==> src/pkg/instr_dec_pkg.sv <==
package instr_dec_pkg;

	typedef enum logic [5:0] {
		OP_NOP, OP_ADD, OP_ADDC, OP_AND, OP_OR, OP_XOR, OP_COMP,
		OP_CMP_LT, OP_CMP_EQ, OP_CMP_GT, OP_DEC_SZ, OP_INC_SZ, OP_DEC_SNZ, OP_INC_SNZ,
		OP_RLC, OP_RRC, OP_RLN, OP_RRN, OP_SUB, OP_SUBB, OP_SUBFB, OP_MUL,
		OP_CLR, OP_SET, OP_NEG, OP_STORE, OP_BYTE_OTHER, OP_MOVE, OP_JUMP, OP_CALL,
		OP_REL_BRANCH, OP_BCOND, OP_BIT_MOD, OP_BIT_TEST, OP_LITERAL, OP_OTHER
	} op_e;

	typedef enum logic [1:0] {
		WAIT_NONE, WAIT_MOVE, WAIT_JUMP, WAIT_CALL
	} wait_e;

	// Field positions of a 16-bit word
	localparam int DEST_BIT = 9;
	localparam int ACCESS_BIT = 8;
	localparam int FAST_BIT = 8;

	// Prefixes
	localparam logic [3:0] PFX_SECOND = 4'hF;
	localparam logic [3:0] PFX_MOVE = 4'hC;
	localparam logic [3:0] PFX_BIT_CLR = 4'h9;
	localparam logic [3:0] PFX_BIT_SET = 4'h8;
	localparam logic [3:0] PFX_BIT_TOG = 4'h7;
	localparam logic [3:0] PFX_BIT_TSC = 4'hB;
	localparam logic [3:0] PFX_BIT_TSS = 4'hA;
	localparam logic [4:0] PFX_REL_BRANCH = 5'h1A;
	localparam logic [4:0] PFX_BCOND = 5'h1C;
	localparam logic [4:0] PFX_LITERAL = 5'h01;
	localparam logic [6:0] PFX_CALL = 7'h76;
	localparam logic [7:0] PFX_JUMP = 8'hEF;

	// Six-bit byte opcodes
	localparam logic [5:0] OPC_ADD = 6'h09;
	localparam logic [5:0] OPC_ADDC = 6'h08;
	localparam logic [5:0] OPC_OR = 6'h04;
	localparam logic [5:0] OPC_AND = 6'h05;
	localparam logic [5:0] OPC_XOR = 6'h06;
	localparam logic [5:0] OPC_COMP = 6'h07;
	localparam logic [5:0] OPC_DEC_SZ = 6'h0B;
	localparam logic [5:0] OPC_INC_SZ = 6'h0F;
	localparam logic [5:0] OPC_DEC_SNZ = 6'h13;
	localparam logic [5:0] OPC_INC_SNZ = 6'h12;
	localparam logic [5:0] OPC_RLC = 6'h0D;
	localparam logic [5:0] OPC_RRC = 6'h0C;
	localparam logic [5:0] OPC_RLN = 6'h11;
	localparam logic [5:0] OPC_RRN = 6'h10;
	localparam logic [5:0] OPC_SUB = 6'h17;
	localparam logic [5:0] OPC_SUBB = 6'h16;
	localparam logic [5:0] OPC_SUBFB = 6'h15;
	localparam logic [5:0] OPC_DECF = 6'h01;
	localparam logic [5:0] OPC_INCF = 6'h0A;
	localparam logic [5:0] OPC_MOVF = 6'h14;
	localparam logic [5:0] OPC_SWAP = 6'h0E;

	// Seven-bit byte opcodes
	localparam logic [6:0] OPC_MUL = 7'h01;
	localparam logic [6:0] OPC_CMP_LT = 7'h30;
	localparam logic [6:0] OPC_CMP_EQ = 7'h31;
	localparam logic [6:0] OPC_CMP_GT = 7'h32;
	localparam logic [6:0] OPC_TEST = 7'h33;
	localparam logic [6:0] OPC_SET = 7'h34;
	localparam logic [6:0] OPC_CLR = 7'h35;
	localparam logic [6:0] OPC_NEG = 7'h36;
	localparam logic [6:0] OPC_STORE = 7'h37;

	// Flag mask bits {carry, digit carry, zero, overflow, negative}
	localparam logic [4:0] FLG_NONE = 5'h00;
	localparam logic [4:0] FLG_ALL = 5'h1F;
	localparam logic [4:0] FLG_ZN = 5'h05;
	localparam logic [4:0] FLG_CZN = 5'h15;
	localparam logic [4:0] FLG_Z = 5'h04;

	localparam logic [1:0] CYC_ONE = 2'h1;
	localparam logic [1:0] CYC_TWO = 2'h2;

	// Access bank layout and special register addresses
	localparam logic [7:0] ACCESS_SPLIT_DEF = 8'h80;
	localparam logic [3:0] ACCESS_LO_BANK = 4'h0;
	localparam logic [3:0] ACCESS_HI_BANK = 4'hF;
	localparam logic [11:0] PORT_FIRST_DEF = 12'hF80;
	localparam logic [11:0] PORT_LAST_DEF = 12'hF87;
	localparam logic [11:0] TIMER_ADDR_DEF = 12'hFD0;

endpackage

==> src/pkg/instr_fields_if.sv <==
interface instr_fields_if;
	logic [15:0] word;
	logic [3:0] prefix;
	logic [5:0] opcode;
	logic dest;
	logic access;
	logic fast;
	logic [7:0] faddr;
	logic [2:0] bitpos;
	logic [7:0] literal;
	logic [10:0] off11;
	logic [7:0] off8;
	logic [11:0] addr12;

	modport src(input word, output prefix, output opcode, output dest, output access,
		output fast, output faddr, output bitpos, output literal, output off11,
		output off8, output addr12);
	modport sink(output word, input prefix, input opcode, input dest, input access,
		input fast, input faddr, input bitpos, input literal, input off11,
		input off8, input addr12);
endinterface

==> src/rtl/instr_field_splitter.sv <==
module instr_field_splitter (
	instr_fields_if.src fi
);
	assign fi.prefix = fi.word[15:12];
	assign fi.opcode = fi.word[15:10];
	assign fi.dest = fi.word[instr_dec_pkg::DEST_BIT];
	assign fi.access = fi.word[instr_dec_pkg::ACCESS_BIT];
	assign fi.fast = fi.word[instr_dec_pkg::FAST_BIT];
	assign fi.faddr = fi.word[7:0];
	assign fi.bitpos = fi.word[11:9];
	assign fi.literal = fi.word[7:0];
	assign fi.off11 = fi.word[10:0];
	assign fi.off8 = fi.word[7:0];
	assign fi.addr12 = fi.word[11:0];
endmodule

==> src/rtl/bank_resolver.sv <==
module bank_resolver #(
	parameter logic [7:0] ACCESS_SPLIT = instr_dec_pkg::ACCESS_SPLIT_DEF
) (
	input wire logic access,
	input wire logic [7:0] faddr,
	input wire logic [3:0] bank_sel,
	output logic [11:0] eff_addr
);
	// Access bank: low half maps to the bottom bank, upper half to the special bank
	always_comb begin
		if (access) begin
			eff_addr = {bank_sel, faddr};
		end else if (faddr >= ACCESS_SPLIT) begin
			eff_addr = {instr_dec_pkg::ACCESS_HI_BANK, faddr};
		end else begin
			eff_addr = {instr_dec_pkg::ACCESS_LO_BANK, faddr};
		end
	end
endmodule

==> src/rtl/byte_op_instruction_decoder.sv <==
module byte_op_instruction_decoder #(
	parameter logic [7:0] ACCESS_SPLIT = instr_dec_pkg::ACCESS_SPLIT_DEF,
	parameter logic [11:0] PORT_FIRST = instr_dec_pkg::PORT_FIRST_DEF,
	parameter logic [11:0] PORT_LAST = instr_dec_pkg::PORT_LAST_DEF,
	parameter logic [11:0] TIMER_ADDR = instr_dec_pkg::TIMER_ADDR_DEF
) (
	input wire logic ref_clk,
	input wire logic rst,
	input wire logic [15:0] instr_word,
	input wire logic instr_valid,
	input wire logic [3:0] bank_sel,
	input wire logic cond_true,
	input wire logic prescaler_assigned,
	output logic dec_valid,
	output instr_dec_pkg::op_e op,
	output logic second_word,
	output logic dest_is_reg,
	output logic access_bank,
	output logic [7:0] file_addr,
	output logic [11:0] eff_addr,
	output logic [2:0] bit_pos,
	output logic [7:0] literal,
	output logic [10:0] branch_offset,
	output logic [19:0] target_addr,
	output logic fast_call,
	output logic [11:0] src_addr,
	output logic [11:0] dst_addr,
	output logic [4:0] flags_mask,
	output logic [1:0] base_cycles,
	output logic may_skip,
	output logic use_pin_levels,
	output logic prescaler_clear
);

	////////////////////////////////////////////////////////////////////////////////

	typedef struct packed {
		logic dec_valid;
		instr_dec_pkg::op_e op;
		logic second_word;
		logic dest_is_reg;
		logic access_bank;
		logic [7:0] file_addr;
		logic [11:0] eff_addr;
		logic [2:0] bit_pos;
		logic [7:0] literal;
		logic [10:0] branch_offset;
		logic [19:0] target_addr;
		logic fast_call;
		logic [11:0] src_addr;
		logic [11:0] dst_addr;
		logic [4:0] flags_mask;
		logic [1:0] base_cycles;
		logic may_skip;
		logic use_pin_levels;
		logic prescaler_clear;
		instr_dec_pkg::wait_e wait_kind;
		logic pending_nop;
	} state_s;

	state_s st_r;
	state_s st_nxt;
	logic [11:0] eff_now;
	logic nop_now;
	instr_dec_pkg::op_e op_now;
	logic writes_now;

	instr_fields_if fi ();

	assign fi.word = instr_word;

	instr_field_splitter u_split (
		.fi(fi.src)
	);

	bank_resolver #(
		.ACCESS_SPLIT(ACCESS_SPLIT)
	) u_bank (
		.access(fi.access),
		.faddr(fi.faddr),
		.bank_sel(bank_sel),
		.eff_addr(eff_now)
	);

	////////////////////////////////////////////////////////////////////////////////

	function automatic instr_dec_pkg::op_e decode_op(input logic [15:0] w);
		instr_dec_pkg::op_e r;
		r = instr_dec_pkg::OP_OTHER;
		if (w[15:12] == instr_dec_pkg::PFX_SECOND) begin
			r = instr_dec_pkg::OP_NOP;
		end else if (w[15:12] == instr_dec_pkg::PFX_MOVE) begin
			r = instr_dec_pkg::OP_MOVE;
		end else if (w[15:8] == instr_dec_pkg::PFX_JUMP) begin
			r = instr_dec_pkg::OP_JUMP;
		end else if (w[15:9] == instr_dec_pkg::PFX_CALL) begin
			r = instr_dec_pkg::OP_CALL;
		end else if (w[15:11] == instr_dec_pkg::PFX_REL_BRANCH) begin
			r = instr_dec_pkg::OP_REL_BRANCH;
		end else if (w[15:11] == instr_dec_pkg::PFX_BCOND) begin
			r = instr_dec_pkg::OP_BCOND;
		end else if (w[15:12] == instr_dec_pkg::PFX_BIT_CLR
				|| w[15:12] == instr_dec_pkg::PFX_BIT_SET
				|| w[15:12] == instr_dec_pkg::PFX_BIT_TOG) begin
			r = instr_dec_pkg::OP_BIT_MOD;
		end else if (w[15:12] == instr_dec_pkg::PFX_BIT_TSC
				|| w[15:12] == instr_dec_pkg::PFX_BIT_TSS) begin
			r = instr_dec_pkg::OP_BIT_TEST;
		end else if (w[15:11] == instr_dec_pkg::PFX_LITERAL) begin
			r = instr_dec_pkg::OP_LITERAL;
		end else if (w[15:9] == instr_dec_pkg::OPC_MUL) begin
			r = instr_dec_pkg::OP_MUL;
		end else if (w[15:9] == instr_dec_pkg::OPC_CMP_LT) begin
			r = instr_dec_pkg::OP_CMP_LT;
		end else if (w[15:9] == instr_dec_pkg::OPC_CMP_EQ) begin
			r = instr_dec_pkg::OP_CMP_EQ;
		end else if (w[15:9] == instr_dec_pkg::OPC_CMP_GT) begin
			r = instr_dec_pkg::OP_CMP_GT;
		end else if (w[15:9] == instr_dec_pkg::OPC_CLR) begin
			r = instr_dec_pkg::OP_CLR;
		end else if (w[15:9] == instr_dec_pkg::OPC_SET) begin
			r = instr_dec_pkg::OP_SET;
		end else if (w[15:9] == instr_dec_pkg::OPC_NEG) begin
			r = instr_dec_pkg::OP_NEG;
		end else if (w[15:9] == instr_dec_pkg::OPC_STORE) begin
			r = instr_dec_pkg::OP_STORE;
		end else if (w[15:9] == instr_dec_pkg::OPC_TEST) begin
			r = instr_dec_pkg::OP_BYTE_OTHER;
		end else begin
			case (w[15:10])
				instr_dec_pkg::OPC_ADD: r = instr_dec_pkg::OP_ADD;
				instr_dec_pkg::OPC_ADDC: r = instr_dec_pkg::OP_ADDC;
				instr_dec_pkg::OPC_OR: r = instr_dec_pkg::OP_OR;
				instr_dec_pkg::OPC_AND: r = instr_dec_pkg::OP_AND;
				instr_dec_pkg::OPC_XOR: r = instr_dec_pkg::OP_XOR;
				instr_dec_pkg::OPC_COMP: r = instr_dec_pkg::OP_COMP;
				instr_dec_pkg::OPC_DEC_SZ: r = instr_dec_pkg::OP_DEC_SZ;
				instr_dec_pkg::OPC_INC_SZ: r = instr_dec_pkg::OP_INC_SZ;
				instr_dec_pkg::OPC_DEC_SNZ: r = instr_dec_pkg::OP_DEC_SNZ;
				instr_dec_pkg::OPC_INC_SNZ: r = instr_dec_pkg::OP_INC_SNZ;
				instr_dec_pkg::OPC_RLC: r = instr_dec_pkg::OP_RLC;
				instr_dec_pkg::OPC_RRC: r = instr_dec_pkg::OP_RRC;
				instr_dec_pkg::OPC_RLN: r = instr_dec_pkg::OP_RLN;
				instr_dec_pkg::OPC_RRN: r = instr_dec_pkg::OP_RRN;
				instr_dec_pkg::OPC_SUB: r = instr_dec_pkg::OP_SUB;
				instr_dec_pkg::OPC_SUBB: r = instr_dec_pkg::OP_SUBB;
				instr_dec_pkg::OPC_SUBFB: r = instr_dec_pkg::OP_SUBFB;
				instr_dec_pkg::OPC_DECF, instr_dec_pkg::OPC_INCF,
				instr_dec_pkg::OPC_MOVF, instr_dec_pkg::OPC_SWAP: begin
					r = instr_dec_pkg::OP_BYTE_OTHER;
				end
				default: r = instr_dec_pkg::OP_OTHER;
			endcase
		end
		return r;
	endfunction

	// Only the ops in this block's scope get a mask; the rest are owned elsewhere
	function automatic logic [4:0] flag_mask(input instr_dec_pkg::op_e o);
		logic [4:0] m;
		m = instr_dec_pkg::FLG_NONE;
		case (o)
			instr_dec_pkg::OP_ADD, instr_dec_pkg::OP_ADDC: m = instr_dec_pkg::FLG_ALL;
			instr_dec_pkg::OP_SUB, instr_dec_pkg::OP_SUBB,
			instr_dec_pkg::OP_SUBFB: m = instr_dec_pkg::FLG_ALL;
			instr_dec_pkg::OP_NEG: m = instr_dec_pkg::FLG_ALL;
			instr_dec_pkg::OP_CLR: m = instr_dec_pkg::FLG_Z;
			instr_dec_pkg::OP_OR, instr_dec_pkg::OP_AND,
			instr_dec_pkg::OP_COMP: m = instr_dec_pkg::FLG_ZN;
			instr_dec_pkg::OP_RLC, instr_dec_pkg::OP_RRC: m = instr_dec_pkg::FLG_CZN;
			instr_dec_pkg::OP_RLN, instr_dec_pkg::OP_RRN: m = instr_dec_pkg::FLG_ZN;
			default: m = instr_dec_pkg::FLG_NONE;
		endcase
		return m;
	endfunction

	function automatic logic is_skip(input instr_dec_pkg::op_e o);
		return o == instr_dec_pkg::OP_CMP_LT || o == instr_dec_pkg::OP_CMP_EQ
			|| o == instr_dec_pkg::OP_CMP_GT || o == instr_dec_pkg::OP_DEC_SZ
			|| o == instr_dec_pkg::OP_INC_SZ || o == instr_dec_pkg::OP_DEC_SNZ
			|| o == instr_dec_pkg::OP_INC_SNZ || o == instr_dec_pkg::OP_BIT_TEST;
	endfunction

	// Ops that honour the destination bit
	function automatic logic has_dest(input instr_dec_pkg::op_e o);
		return (o >= instr_dec_pkg::OP_ADD && o <= instr_dec_pkg::OP_COMP)
			|| (o >= instr_dec_pkg::OP_DEC_SZ && o <= instr_dec_pkg::OP_SUBFB)
			|| o == instr_dec_pkg::OP_BYTE_OTHER;
	endfunction

	// Ops that always write the file register
	function automatic logic fixed_reg_write(input instr_dec_pkg::op_e o);
		return o == instr_dec_pkg::OP_CLR || o == instr_dec_pkg::OP_SET
			|| o == instr_dec_pkg::OP_NEG || o == instr_dec_pkg::OP_STORE
			|| o == instr_dec_pkg::OP_BIT_MOD;
	endfunction

	////////////////////////////////////////////////////////////////////////////////

	assign op_now = decode_op(instr_word);
	assign writes_now = (has_dest(op_now) && fi.dest) || fixed_reg_write(op_now);
	assign nop_now = st_r.pending_nop || cond_true;

	always_comb begin
		st_nxt = st_r;
		st_nxt.dec_valid = 1'b0;
		st_nxt.use_pin_levels = 1'b0;
		st_nxt.prescaler_clear = 1'b0;
		if (instr_valid) begin
			st_nxt.dec_valid = 1'b1;
			st_nxt.pending_nop = 1'b0;
			st_nxt.access_bank = fi.access;
			st_nxt.file_addr = fi.faddr;
			st_nxt.eff_addr = eff_now;
			st_nxt.bit_pos = fi.bitpos;
			st_nxt.literal = fi.literal;
			if (nop_now) begin
				// Flushed word: a skipped first word also drops its pairing
				st_nxt.op = instr_dec_pkg::OP_NOP;
				st_nxt.second_word = 1'b0;
				st_nxt.dest_is_reg = 1'b0;
				st_nxt.flags_mask = instr_dec_pkg::FLG_NONE;
				st_nxt.base_cycles = instr_dec_pkg::CYC_ONE;
				st_nxt.may_skip = 1'b0;
				st_nxt.wait_kind = instr_dec_pkg::WAIT_NONE;
			end else if (st_r.wait_kind != instr_dec_pkg::WAIT_NONE
					&& fi.prefix == instr_dec_pkg::PFX_SECOND) begin
				st_nxt.second_word = 1'b1;
				st_nxt.dest_is_reg = 1'b0;
				st_nxt.flags_mask = instr_dec_pkg::FLG_NONE;
				st_nxt.base_cycles = instr_dec_pkg::CYC_TWO;
				st_nxt.may_skip = 1'b0;
				st_nxt.wait_kind = instr_dec_pkg::WAIT_NONE;
				if (st_r.wait_kind == instr_dec_pkg::WAIT_MOVE) begin
					st_nxt.op = instr_dec_pkg::OP_MOVE;
					st_nxt.dst_addr = fi.addr12;
				end else begin
					st_nxt.op = (st_r.wait_kind == instr_dec_pkg::WAIT_CALL)
						? instr_dec_pkg::OP_CALL : instr_dec_pkg::OP_JUMP;
					st_nxt.target_addr = {fi.addr12, st_r.target_addr[7:0]};
					st_nxt.pending_nop = 1'b1;
				end
			end else begin
				st_nxt.op = op_now;
				st_nxt.second_word = 1'b0;
				st_nxt.dest_is_reg = writes_now;
				st_nxt.flags_mask = flag_mask(op_now);
				st_nxt.may_skip = is_skip(op_now);
				st_nxt.base_cycles = instr_dec_pkg::CYC_ONE;
				st_nxt.wait_kind = instr_dec_pkg::WAIT_NONE;
				if (op_now == instr_dec_pkg::OP_BCOND) begin
					st_nxt.branch_offset = {{3{fi.off8[7]}}, fi.off8};
				end else begin
					st_nxt.branch_offset = fi.off11;
				end
				case (op_now)
					instr_dec_pkg::OP_MOVE: begin
						st_nxt.src_addr = fi.addr12;
						st_nxt.base_cycles = instr_dec_pkg::CYC_TWO;
						st_nxt.wait_kind = instr_dec_pkg::WAIT_MOVE;
					end
					instr_dec_pkg::OP_JUMP: begin
						st_nxt.target_addr = {12'h000, fi.literal};
						st_nxt.base_cycles = instr_dec_pkg::CYC_TWO;
						st_nxt.wait_kind = instr_dec_pkg::WAIT_JUMP;
					end
					instr_dec_pkg::OP_CALL: begin
						st_nxt.target_addr = {12'h000, fi.literal};
						st_nxt.fast_call = fi.fast;
						st_nxt.base_cycles = instr_dec_pkg::CYC_TWO;
						st_nxt.wait_kind = instr_dec_pkg::WAIT_CALL;
					end
					instr_dec_pkg::OP_REL_BRANCH: begin
						st_nxt.base_cycles = instr_dec_pkg::CYC_TWO;
						st_nxt.pending_nop = 1'b1;
					end
					default: begin
						st_nxt.base_cycles = instr_dec_pkg::CYC_ONE;
					end
				endcase
				// Clear, set and store overwrite without reading, so no pin read
				if (writes_now && op_now != instr_dec_pkg::OP_CLR
						&& op_now != instr_dec_pkg::OP_SET
						&& op_now != instr_dec_pkg::OP_STORE
						&& eff_now >= PORT_FIRST && eff_now <= PORT_LAST) begin
					st_nxt.use_pin_levels = 1'b1;
				end
				if (writes_now && eff_now == TIMER_ADDR && prescaler_assigned) begin
					st_nxt.prescaler_clear = 1'b1;
				end
			end
		end else if (cond_true) begin
			// Test result arrived between fetches: hold it for the next word
			st_nxt.pending_nop = 1'b1;
		end
	end

	always_ff @(posedge ref_clk or posedge rst) begin
		if (rst) begin
			st_r <= '0;
		end else begin
			st_r <= st_nxt;
		end
	end

	////////////////////////////////////////////////////////////////////////////////

	assign dec_valid = st_r.dec_valid;
	assign op = st_r.op;
	assign second_word = st_r.second_word;
	assign dest_is_reg = st_r.dest_is_reg;
	assign access_bank = st_r.access_bank;
	assign file_addr = st_r.file_addr;
	assign eff_addr = st_r.eff_addr;
	assign bit_pos = st_r.bit_pos;
	assign literal = st_r.literal;
	assign branch_offset = st_r.branch_offset;
	assign target_addr = st_r.target_addr;
	assign fast_call = st_r.fast_call;
	assign src_addr = st_r.src_addr;
	assign dst_addr = st_r.dst_addr;
	assign flags_mask = st_r.flags_mask;
	assign base_cycles = st_r.base_cycles;
	assign may_skip = st_r.may_skip;
	assign use_pin_levels = st_r.use_pin_levels;
	assign prescaler_clear = st_r.prescaler_clear;
endmodule

==> config.mk <==
export PLATFORM = sky130hd
export DESIGN_NAME = byte_op_instruction_decoder
export DESIGN_NICKNAME = d
export VERILOG_FILES = /design/src/pkg/instr_dec_pkg.sv /design/src/pkg/instr_fields_if.sv /design/src/rtl/instr_field_splitter.sv /design/src/rtl/bank_resolver.sv /design/src/rtl/byte_op_instruction_decoder.sv
export SDC_FILE = /design/constraint.sdc
export NUM_CORES = 1
export LEC_CHECK = 0
export ABC_CLOCK_PERIOD_IN_PS = 4950
export BUFFER_PORTS_ARGS = -buffer_cell sky130_fd_sc_hd__clkbuf_2
export CORE_MARGIN = 2
export CORE_UTILIZATION = 27
export DETAILED_ROUTE_END_ITERATION = 6
export PLACE_DENSITY_LB_ADDON = 0.08
export SYNTH_ARGS = -nofsm -noshare
export SYNTH_HDL_FRONTEND = slang
export SYNTH_SLANG_ARGS = --single-unit
==> constraint.sdc <==
create_clock -name ref_clk -period 4.95 [get_ports ref_clk]
set_clock_uncertainty 0.05 [all_clocks]
set_input_delay 0.2475 -clock ref_clk [delete_from_list [all_inputs] [get_ports ref_clk]]
set_output_delay 0.2475 -clock ref_clk [all_outputs]
set_load 0.005 [all_outputs]
======== Yosys cells after proc, flatten, opt, wreduce, memory -nomap -nowiden ========
Memories as Yosys holds them, arrays and structs flattened.
Index checks and enable logic that the tools add are counted.
word-level totals
  output and inout bits ................... 107
  memories ................................ 2
  input port bits ......................... 25
  bits in read-only memories .............. 352
  register bits after elaboration ......... 102
memories
  memory            depth  bits a word  read ports  clocked after Yosys merged registers in  write ports  RTL line                            source
  (name not given)  32     6            1           0                                        0            byte_op_instruction_decoder.sv:130  case (w[15:10])
  (name not given)  32     5            1           0                                        0            byte_op_instruction_decoder.sv:162  case (o)
operators by class
  order comparisons ....................... 7
  equality and inequality tests ........... 47
  muxes and demuxes ....................... 53
  bitwise logic cells ..................... 2
  reductions and logical operators ........ 40
operators with widths
  cell                  count
  $mux 6                19
  $mux 109              1
  $eq 6x5->1 const B    10
  $mux 12               5
  $mux 20               3
  $eq 7x6->1 const B    8
  $mux 56               1
  $eq 6x4->1 const B    6
  $mux 8                4
  $eq 4x4->1 const B    6
  $mux 11               2
  $reduce_and 4->1      5
  $logic_or 1x1->1      18
  $ne 6x5->1 const B    3
  $mux 13               1
  $eq 12x12->1 const B  1
  $eq 6x6->1 const B    2
  $ge 12x12->1 const B  1
  $le 12x12->1 const B  1
  $logic_and 1x1->1     11
  $eq 5x5->1 const B    2
  $mux 1                9
  $eq 8x8->1 const B    1
  $ge 8x8->1 const B    1
  other kinds (21)      28

======== Logic depth before layout (Yosys ltp) ========
Gate-level depths: netlist of run 1.
An unclocked memory read counts as a cell.
  word-level depth ........................ 35
  mapped depth ............................ 16
  mapped depth without buffers ............ 14

======== By module ========
From an unflattened synthesis of run 1, not the netlist that was laid out.
second synthesis, totals
  cells, all modules ...................... 668
  area total of the unflattened synthesis .. 6827.8 um^2
by module, submodules not included
  module                       seq. area each (um^2)  area an instance (um^2)  times used  cells each
  byte_op_instruction_decoder  2727.6                 6249.7                   1           593
  instr_field_splitter         0.0                    473.0                    1           63
  bank_resolver                0.0                    105.1                    1           12

======== Least setup slack after synthesis of run 1 ========
Ideal clock, no wire load.
  path kind ............................... input port to flip-flop
  start ................................... input instr_word[10]
  end ..................................... register st_r, in the netlist target_addr[0]
  arrival ................................. 2.999 ns
  library setup time ...................... 0.125 ns
  slack ................................... 1.776 ns
  required time ........................... 4.775 ns
  stages .................................. 14
  buffers on the path ..................... 3
  cell sequence ........................... buf_6 clkbuf_1 inv_1 ha_1 nor2b_1 or3_1 and3_1 o21ai_1 nand2_1 ha_1 or2_2 and3_4 buf_8 mux2_4
on the way
  longest elaborated chain between the ends .. 23
  elaborated cells on any way between the ends .. 35
  classes of those cells .................. eq/ne (13); mux (19); reduce/logical (2); memory (1)
ends and longest elaborated chain
  item                                   RTL line                            source
  start: declaration                     byte_op_instruction_decoder.sv:9    input wire logic [15:0] instr_word,
  $mem_v2 32x6                           -
  $mux 6                                 byte_op_instruction_decoder.sv:130
  $mux 6                                 byte_op_instruction_decoder.sv:127  end else if (w[15:9] == instr_dec_pkg::OPC_TEST) begin
  $mux 6                                 byte_op_instruction_decoder.sv:125  end else if (w[15:9] == instr_dec_pkg::OPC_STORE) begin
  $mux 6                                 byte_op_instruction_decoder.sv:123  end else if (w[15:9] == instr_dec_pkg::OPC_NEG) begin
  $mux 6                                 byte_op_instruction_decoder.sv:121  end else if (w[15:9] == instr_dec_pkg::OPC_SET) begin
  $mux 6                                 byte_op_instruction_decoder.sv:119  end else if (w[15:9] == instr_dec_pkg::OPC_CLR) begin
  $mux 6                                 byte_op_instruction_decoder.sv:117  end else if (w[15:9] == instr_dec_pkg::OPC_CMP_GT) begin
  [... 7 more ...]                       -
  $mux 6                                 byte_op_instruction_decoder.sv:98   end else if (w[15:11] == instr_dec_pkg::PFX_REL_BRANCH) begin
  $mux 6                                 byte_op_instruction_decoder.sv:96   end else if (w[15:9] == instr_dec_pkg::PFX_CALL) begin
  $mux 6 (*)                             byte_op_instruction_decoder.sv:94   end else if (w[15:8] == instr_dec_pkg::PFX_JUMP) begin
  $mux 6 (*)                             byte_op_instruction_decoder.sv:92   end else if (w[15:12] == instr_dec_pkg::PFX_MOVE) begin
  $mux 6 (*)                             byte_op_instruction_decoder.sv:90   if (w[15:12] == instr_dec_pkg::PFX_SECOND) begin
  $eq 6x5->1                             byte_op_instruction_decoder.sv:256  case (op_now)
  $reduce_or 2->1 (no source line) (*)   -
  $reduce_and 4->1 (no source line) (*)  -
  end signal: assignment                 byte_op_instruction_decoder.sv:302  st_r <= st_nxt;
  end: declaration                       byte_op_instruction_decoder.sv:61   state_s st_r;
Mark *: on every way between the ends. The rest lies on a longest branch, timed or not.
A chain may end at the register's enable or synchronous reset.

======== Final worst setup path of run 1 ========
  start ................................... input instr_word[11]
  end ..................................... register st_r, in the netlist target_addr[7]
Same word-level chain as after synthesis.

==> run metrics, run 1 <==
status=finished clean; number of global-route vias before repair=~4000; post-synthesis to final-layout area growth=6.51%; final design area excluding fillers=between 0.006 and 0.007 mm^2; number of maximum-capacitance constraint violations=0; total of fill cells in the finished design=between 2000 and 2500; average wire length per cell after detail routing=roughly 18 um; total global routing track utilization=between 10% and 20%; first-pass iteration count of the detailed router=4; fraction of layout instances using a drive strength above 1=36.7%; Crit Path Class=primary input to flop; Post-Syn Nets=~620; clock input transition at the sequential cells of the worst setup and hold paths=70 ps; Post-synth EDFFs=0; Worst Setup Slack post-DPL=1200 ps; Die Width=150 um; synthesized instance count=just under 600; Syn Std Cell Area=0.00579 mm^2; Seq/Total Area, Yosys=40.2%; number of flip-flops in the largest register=20; CTS Buf Count=9; DPL Wire Length=11500 um; arrival time of the worst setup path=3560 ps; top cells by area, synth=dfrtp_1, buf_4, mux2_2, nand2_1, mux2_4; number of design-rule violations left by the first detailed-router iteration=around 210; achievable frequency=0.296 GHz; Final Util=between 20% and 30%; antenna fix cells=0; largest net degree at the start of global routing=64; simple-gate share of the synthesized area=16.0%; FF+latch count, synth=93; root buffer cell=clkbuf_16; required time of the worst setup path=5130 ps; Post-Synth Adder-Cell Area=1.95%; clk_lat worst skew=350 ps; count of warnings emitted by yosys=0; Startpoint Class=primary input; Avg Inst Size Synth=~9.9 um^2; total length of routed wires=16000 um; combinational family with the most area after synthesis=buffers and inverters; core region area=0.0210 mm^2; Critical Path Slowest Stage Cell=and3_4; Placement Rows=53; average vias per placed instance=4.68; final worst setup slack=1570 ps; transition at the pin with the smallest max-transition slack=between 1000 and 1500 ps; H-Tree Level Count=3; weighted congestion reported at the end of routability-driven placement=0.862; Max Buffers Root-to-Sink=2; synthesized-area fraction occupied by ao, oa, aoi and oai cells=14.2%; number of primary I/O pins=132; detailed-route via count=4132; worst hold-check path type=primary input to flop; worst-path cell chain=clkbuf_2 -> inv_1 -> ha_1 -> nor2b_1 -> or3_1 -> and3_1 -> o21ai_1 -> nand2_1 -> inv_1 -> ha_1 -> or2_2 -> and3_4 -> mux2_2; DRC errors left=0; count of different cell masters after synthesis=78; count of buffers added by post-CTS timing repair for setup=0; post-layout min period=3380 ps; Port Buffer Count=131; mux share of post-synthesis cell area=9.86%; Pwr Density=approximately 300 mW/mm^2; post-route antenna net violation count=0; top-area cell type share of the netlist area=40.2%; Setup TNS Final=0 ps; xor and xnor area share after synthesis=0.303%; wire length of the first global-routing pass=24300 um; biggest fanout along the worst timing path=21; number of hold violations in the final report=0; sort of element at the end of the critical path=flop; y dimension of the die=150 um; final count of pins violating max slew=0; final critical-path share of the clock period=68.2%; Post-synth ARST share=100%; unrepaired setup endpoints after global routing=no; area leader, netlist=dfrtp_1; worst-case headroom to the max-slew limit=22.3%; initial antenna violation count=0; Top FF cell, synth=dfrtp_1; number of endpoints failing setup at the final stage=0; die footprint=between 0.02 and 0.025 mm^2; count of clock tree sinks=between 90 and 100; # nets final=637; Slowest Stage Delay on Critical Path=around 380 ps; maximum ir drop on the vdd rail=0.000140 V; Lkg Pwr=about 2.9 nW; initial core utilization=~28%; TritonCTS clock tree=yes; placement-stage cell area=0.00586 mm^2; total grt overflow=0
==> logic make-up after synthesis <==
logic type                 count (synthesis)
AOI/OAI and AO/OA                        119
and+or+nand+nor                          174
buffers and inverters                    145
DFF                                       93
muxes                                     45
xor gates and xnor gates                   2
adders and majority gates                  9
==> power breakdown <==
part / internal [mW] / switching [mW]
clock: 0.394 / 0.306
sequential: 0.816 / 0.0352
combinational: 0.144 / 0.200
==> per-layer routing <==
metal / track usage, % / vias to the layer above / routed length, um
met5: 0 / - / 0
met1: 20.0 / 2016 / 7560
li1: - / 1965 / -
met3: 3.30 / 14 / 909
met2: 22.2 / 137 / 7330
met4: 3.96 / 0 / 182
==> final cells by class <==
cell class / instances / area (um^2) / area share [%]
clock buffer: 11 / 233 / 3.78
sequential: 93 / 2330 / 37.8
tap: 275 / 344 / 5.58
multi-input combinational: 349 / 2450 / 39.8
clock inverter: 5 / 60.1 / 0.974
timing repair buffer: 135 / 688 / 11.2
inverter: 15 / 58.8 / 0.954
==> path summary, 6_finish.rpt <==
| kind | from | end | slack (ps) | depth (start not counted) |
|---|---|---|---|---|
| setup / recovery | instr_word[11] | target_addr[7]$_DFFE_PP0P_ | 1570 | 13 |
| hold / removal | bank_sel[0] | eff_addr[8]$_DFFE_PP0P_ | 120 | 3 |
| setup reg to reg | st_r[0]$_DFFE_PP0P_ | dst_addr[5]$_DFFE_PP0P_ | 2430 | 4 |
| hold reg to reg | branch_offset[0]$_DFFE_PP0P_ | branch_offset[0]$_DFFE_PP0P_ | 430 | 2 |
| max in group asynchronous | rst | target_addr[15]$_DFFE_PP0P_ | 3270 | 4 |
| min in group asynchronous | rst | eff_addr[3]$_DFFE_PP0P_ | 390 | 3 |
==> critical path, delay by kind of cell <==
kind / cells / cell delay (ps)
and+or+nand+nor: 6 / 1390
buffers and inverters: 3 / 750
adders and majority gates: 2 / 560
muxes: 1 / 370
AOI/OAI and AO/OA: 1 / 220
==> per-stage QoR <==
step	cells	total power, mW	hold slack (ps)
after CTS	883	1.93	98.2
after global placement	866	1.21	210
after global routing	883	2.00	114
final	883	1.90	122
after detailed placement	866	1.22	218
after floorplan	587	1.15	229
==> synthesized netlist by cell type, types with 4 or more instances <==
| master | n |
|---|---|
| nand3_1 | 10 |
| o21ai_0 | 33 |
| a31oi_1 | 6 |
| clkbuf_1 | 13 |
| buf_6 | 6 |
| nor3_1 | 5 |
| o21a_1 | 5 |
| a21o_1 | 4 |
| inv_1 | 14 |
| ha_1 | 9 |
| nor2b_1 | 8 |
| a22o_1 | 4 |
| nand2_1 | 75 |
| buf_4 | 100 |
| dfrtp_1 | 93 |
| mux2_4 | 17 |
| o21ai_1 | 5 |
| o22ai_1 | 4 |
| nand2b_1 | 8 |
| buf_2 | 7 |
| nor2_1 | 24 |
| nor4b_1 | 4 |
| mux2_2 | 28 |
| o211ai_1 | 6 |
| a21oi_1 | 21 |
| and3_1 | 5 |
==> repair_timing <==
action                                 4_1_cts  5_1_grt
endpoints found under the hold margin       30        0
hold buffers                                 1        0
resized for setup                            0        0
==> layout by cell type (no fill, tap or decap), drive strengths merged, types with 8 or more instances in the layout <==
master / instances
inv: 16
clkbuf: 142
nor2b: 8
nand2b: 8
dfrtp: 93
nand3: 12
nand2: 77
mux2: 45
and3: 8
a21oi: 23
nor2: 28
ha: 9
o21ai: 38
Power figures use the tool's default switching activity.
==> run 2: changes to the inputs <==
- ABC_AREA: not set -> 1
- ABC_CLOCK_PERIOD_IN_PS: 4950 -> 3200
- clock period: 4.95 -> 3.2 ns (I/O delays scaled with it)
==> run 2 against run 1 <==
Effect of this change: sequential power grew 53%; core utilization grew 1.5 points; first-iteration DRC count grew 0.47%; critical path depth grew 8; critical path type unchanged; largest cell class is now sequential cells.
==> run metrics, run 2 <==
post-route antenna net violation count=0 (unchanged); clock input transition at the sequential cells of the worst setup and hold paths=60 ps (about the same); Pwr Density=505 mW/mm^2 (+64%); post-synthesis to final-layout area growth=11.4%; H-Tree Level Count=3 (unchanged); number of hold-repair buffers added at the cts stage=1 (unchanged); initial core utilization=27.6% (+0.12 points); number of global-route vias before repair=4326 (+7.9%); number of cells upsized or downsized after cts=0 (unchanged); transition at the pin with the smallest max-transition slack=649 ps (-510 ps); total grt overflow=0 (unchanged); final worst setup slack=590 ps (-984 ps); leading cell type in the layout, fill and taps excluded=nand2_1; highest signal layer in the routed design=met4; worst hold-check path type=primary input to flop; final count of pins violating max slew=0 (unchanged); TritonCTS clock tree=yes; top cells by area, synth=dfrtp_1, buf_4, nand2_1, o21ai_0, nor2_1; number of maximum-capacitance constraint violations=0 (unchanged); Crit Path Class=primary input to flop; number of design-rule violations left by the first detailed-router iteration=212 (+0.47%); worst-case headroom to the max-slew limit=56.7% (+34 points); Die Width=145 um (-3.3%); status=finished clean; worst hold margin=34.6 ps (-87.3 ps); length of routed met2 wiring=7140 um (-2.7%); count of warnings emitted by yosys=0 (unchanged); core region area=0.0195 mm^2 (-7.1%); Slowest Stage Delay on Critical Path=380 ps (about the same); Max Buffers Root-to-Sink=2 (unchanged); post-layout instance count excluding filler cells=968 (+9.6%); first-pass iteration count of the detailed router=5 (+1); initial antenna violation count=0 (unchanged); wire length of the first global-routing pass=24700 um (+1.5%); detailed-route via count=4276 (+3.5%); total of fill cells in the finished design=2118 (-4.3%); number of primary I/O pins=132 (unchanged); fraction of layout instances using a drive strength above 1=30.9% (-5.8 points); achievable frequency=approximately 0.38 GHz; number of flip-flops in the largest register=20 (unchanged); y dimension of the die=145 um (-3.3%); sort of element at the end of the critical path=flop; Seq/Total Area, Yosys=43.1% (+2.9 points); arrival time of the worst setup path=2800 ps (-760 ps); Setup TNS Final=0 ps (unchanged); met3 routed wirelength=671 um (-26%); root buffer cell=clkbuf_16; Post-Syn Nets=693 (+12%); Startpoint Class=primary input; final critical-path share of the clock period=81.6%; FF+latch count, synth=93 (unchanged); average vias per placed instance=4.42 (-5.6%); Placement Rows=51 (-3.8%); Top FF cell, synth=dfrtp_1; antenna fix cells=0 (unchanged); cell mode on critical path=nand2_1; biggest fanout along the worst timing path=9 (-57%); number of hold violations in the final report=0 (unchanged); CTS Buf Count=9 (unchanged); Port Buffer Count=131 (unchanged); commonest non-fill, non-tap cells in the layout=nand2_1, clkbuf_2, dfrtp_1, o21ai_0, nor2_1; total length of routed wires=15300 um (-4.6%); die footprint=0.0211 mm^2 (-6.6%); count of different cell masters after synthesis=38 (-51%); worst-path cell chain=clkbuf_2 -> inv_2 -> ha_1 -> inv_1 -> nand2_1 -> nand3_1 -> nand3_1 -> nand3_1 -> nand2_1 -> nand2_1 -> nand2_1 -> a21oi_1 -> nand4_1 -> ha_1 -> inv_1 -> nor2_1 -> nand3b_1 -> o21ai_0 -> nand3_1 -> nand2_1 -> nand2_1; average wire length per cell after detail routing=15.8 um (-13%); most frequent cells after synthesis=nand2_1, buf_4, dfrtp_1; Syn Std Cell Area=0.00540 mm^2 (-6.7%); number of endpoints failing setup at the final stage=0 (unchanged); Post-synth EDFFs=0 (unchanged); synthesized instance count=659 (+12%); placed cells=951 (+9.8%); top-area cell type share of the netlist area=43.1% (+2.9 points); DRC errors left=0 (unchanged); DPL Wire Length=11700 um (+0.94%); area leader, netlist=dfrtp_1; M1 wire length=7080 um (-6.3%); count of buffers added by post-CTS timing repair for setup=0 (unchanged); Lkg Pwr=3.07 nW (+4.6%); unrepaired setup endpoints after global routing=no; Critical Path Slowest Stage Cell=ha_1; Avg Inst Size Synth=8.19 um^2 (-17%); total global routing track utilization=14.8% (+0.49 points); Post-synth ARST share=100% (unchanged); weighted congestion reported at the end of routability-driven placement=0.890 (+3.2%); # nets final=732 (+15%); post-layout min period=2610 ps; required time of the worst setup path=3390 ps (-1740 ps); count of clock tree sinks=93 (unchanged); Worst Setup Slack post-DPL=218 ps (-985 ps); clk_lat worst skew=350 ps (about the same); maximum ir drop on the vdd rail=0.000213 V (+53%); largest net degree at the start of global routing=52 (-19%); library cell with the highest instance count after synthesis=nand2_1
==> run 2: critical path, delay by kind of cell <==
family          cells  cell delay, ps
buf+inv             4             490
simple gates       13            1190
compound gates      2             290
fa+ha+maj           2             650
==> run 2: final timing paths <==
path | slack (ps) | depth (start not counted) | start | endpoint
max in group asynchronous | 1940 | 4 | rst | flags_mask[4]$_DFFE_PP0P_
worst min register to register | 430 | 2 | may_skip$_DFFE_PP0P_ | may_skip$_DFFE_PP0P_
min in group asynchronous | 390 | 3 | rst | eff_addr[4]$_DFFE_PP0P_
worst max-delay path | 590 | 21 | instr_word[11] | may_skip$_DFFE_PP0P_
worst max register to register | 1010 | 8 | st_r[0]$_DFFE_PP0P_ | src_addr[2]$_DFFE_PP0P_
worst min-delay path | 30 | 3 | bank_sel[0] | eff_addr[8]$_DFFE_PP0P_
==> run 2: per-stage QoR <==
stage / utilization [%] / cell area, um^2 / power (mW)
3_5_place_dp: 29.0 / 5660 / 1.83
2_1_floorplan: - / 5400 / 1.71
4_1_cts: 30.8 / 6010 / 3.10
3_3_place_gp: 29.0 / 5660 / 1.83
5_1_grt: 30.8 / 6010 / 3.21
6_report: 30.8 / 6010 / 3.04
==> run 2: cell type report <==
| class | count | area [um^2] | share of cell area (%) |
|---|---|---|---|
| multi-input cells | 400 | 2050 | 34.0 |
| clock buffers | 9 | 225 | 3.74 |
| flip-flops and latches | 93 | 2330 | 38.7 |
| inverters | 50 | 195 | 3.25 |
| well taps | 265 | 332 | 5.51 |
| repair buffers | 144 | 768 | 12.8 |
| clock inverters | 7 | 120 | 2.00 |
==> run 2: report_power, final <==
group	leakage [nW]	total, mW	switching, mW	internal (mW)
sequential	1.23	1.30	0.0504	1.25
clock	0.166	1.25	0.478	0.768
combinational	1.67	0.493	0.316	0.177
==> run 2: cells by family (layout without fill, tap and decap cells) <==
| logic type | Yosys count | after routing | share of synthesized area, % |
|---|---|---|---|
| compound gates | 113 | 113 | 11.5 |
| simple gates | 278 | 278 | 24.4 |
| fa+ha+maj | 9 | 9 | 2.09 |
| flops | 93 | 93 | 43.1 |
| buf+inv | 166 | 210 | 19.0 |
==> run 2: per-layer routing <==
| layer | up-vias | track usage [%] |
|---|---|---|
| li1 | 2117 | - |
| met1 | 2003 | 19.8 |
| met2 | 132 | 24.1 |
| met3 | 24 | 2.51 |
| met4 | 0 | 5.78 |
| met5 | - | 0 |
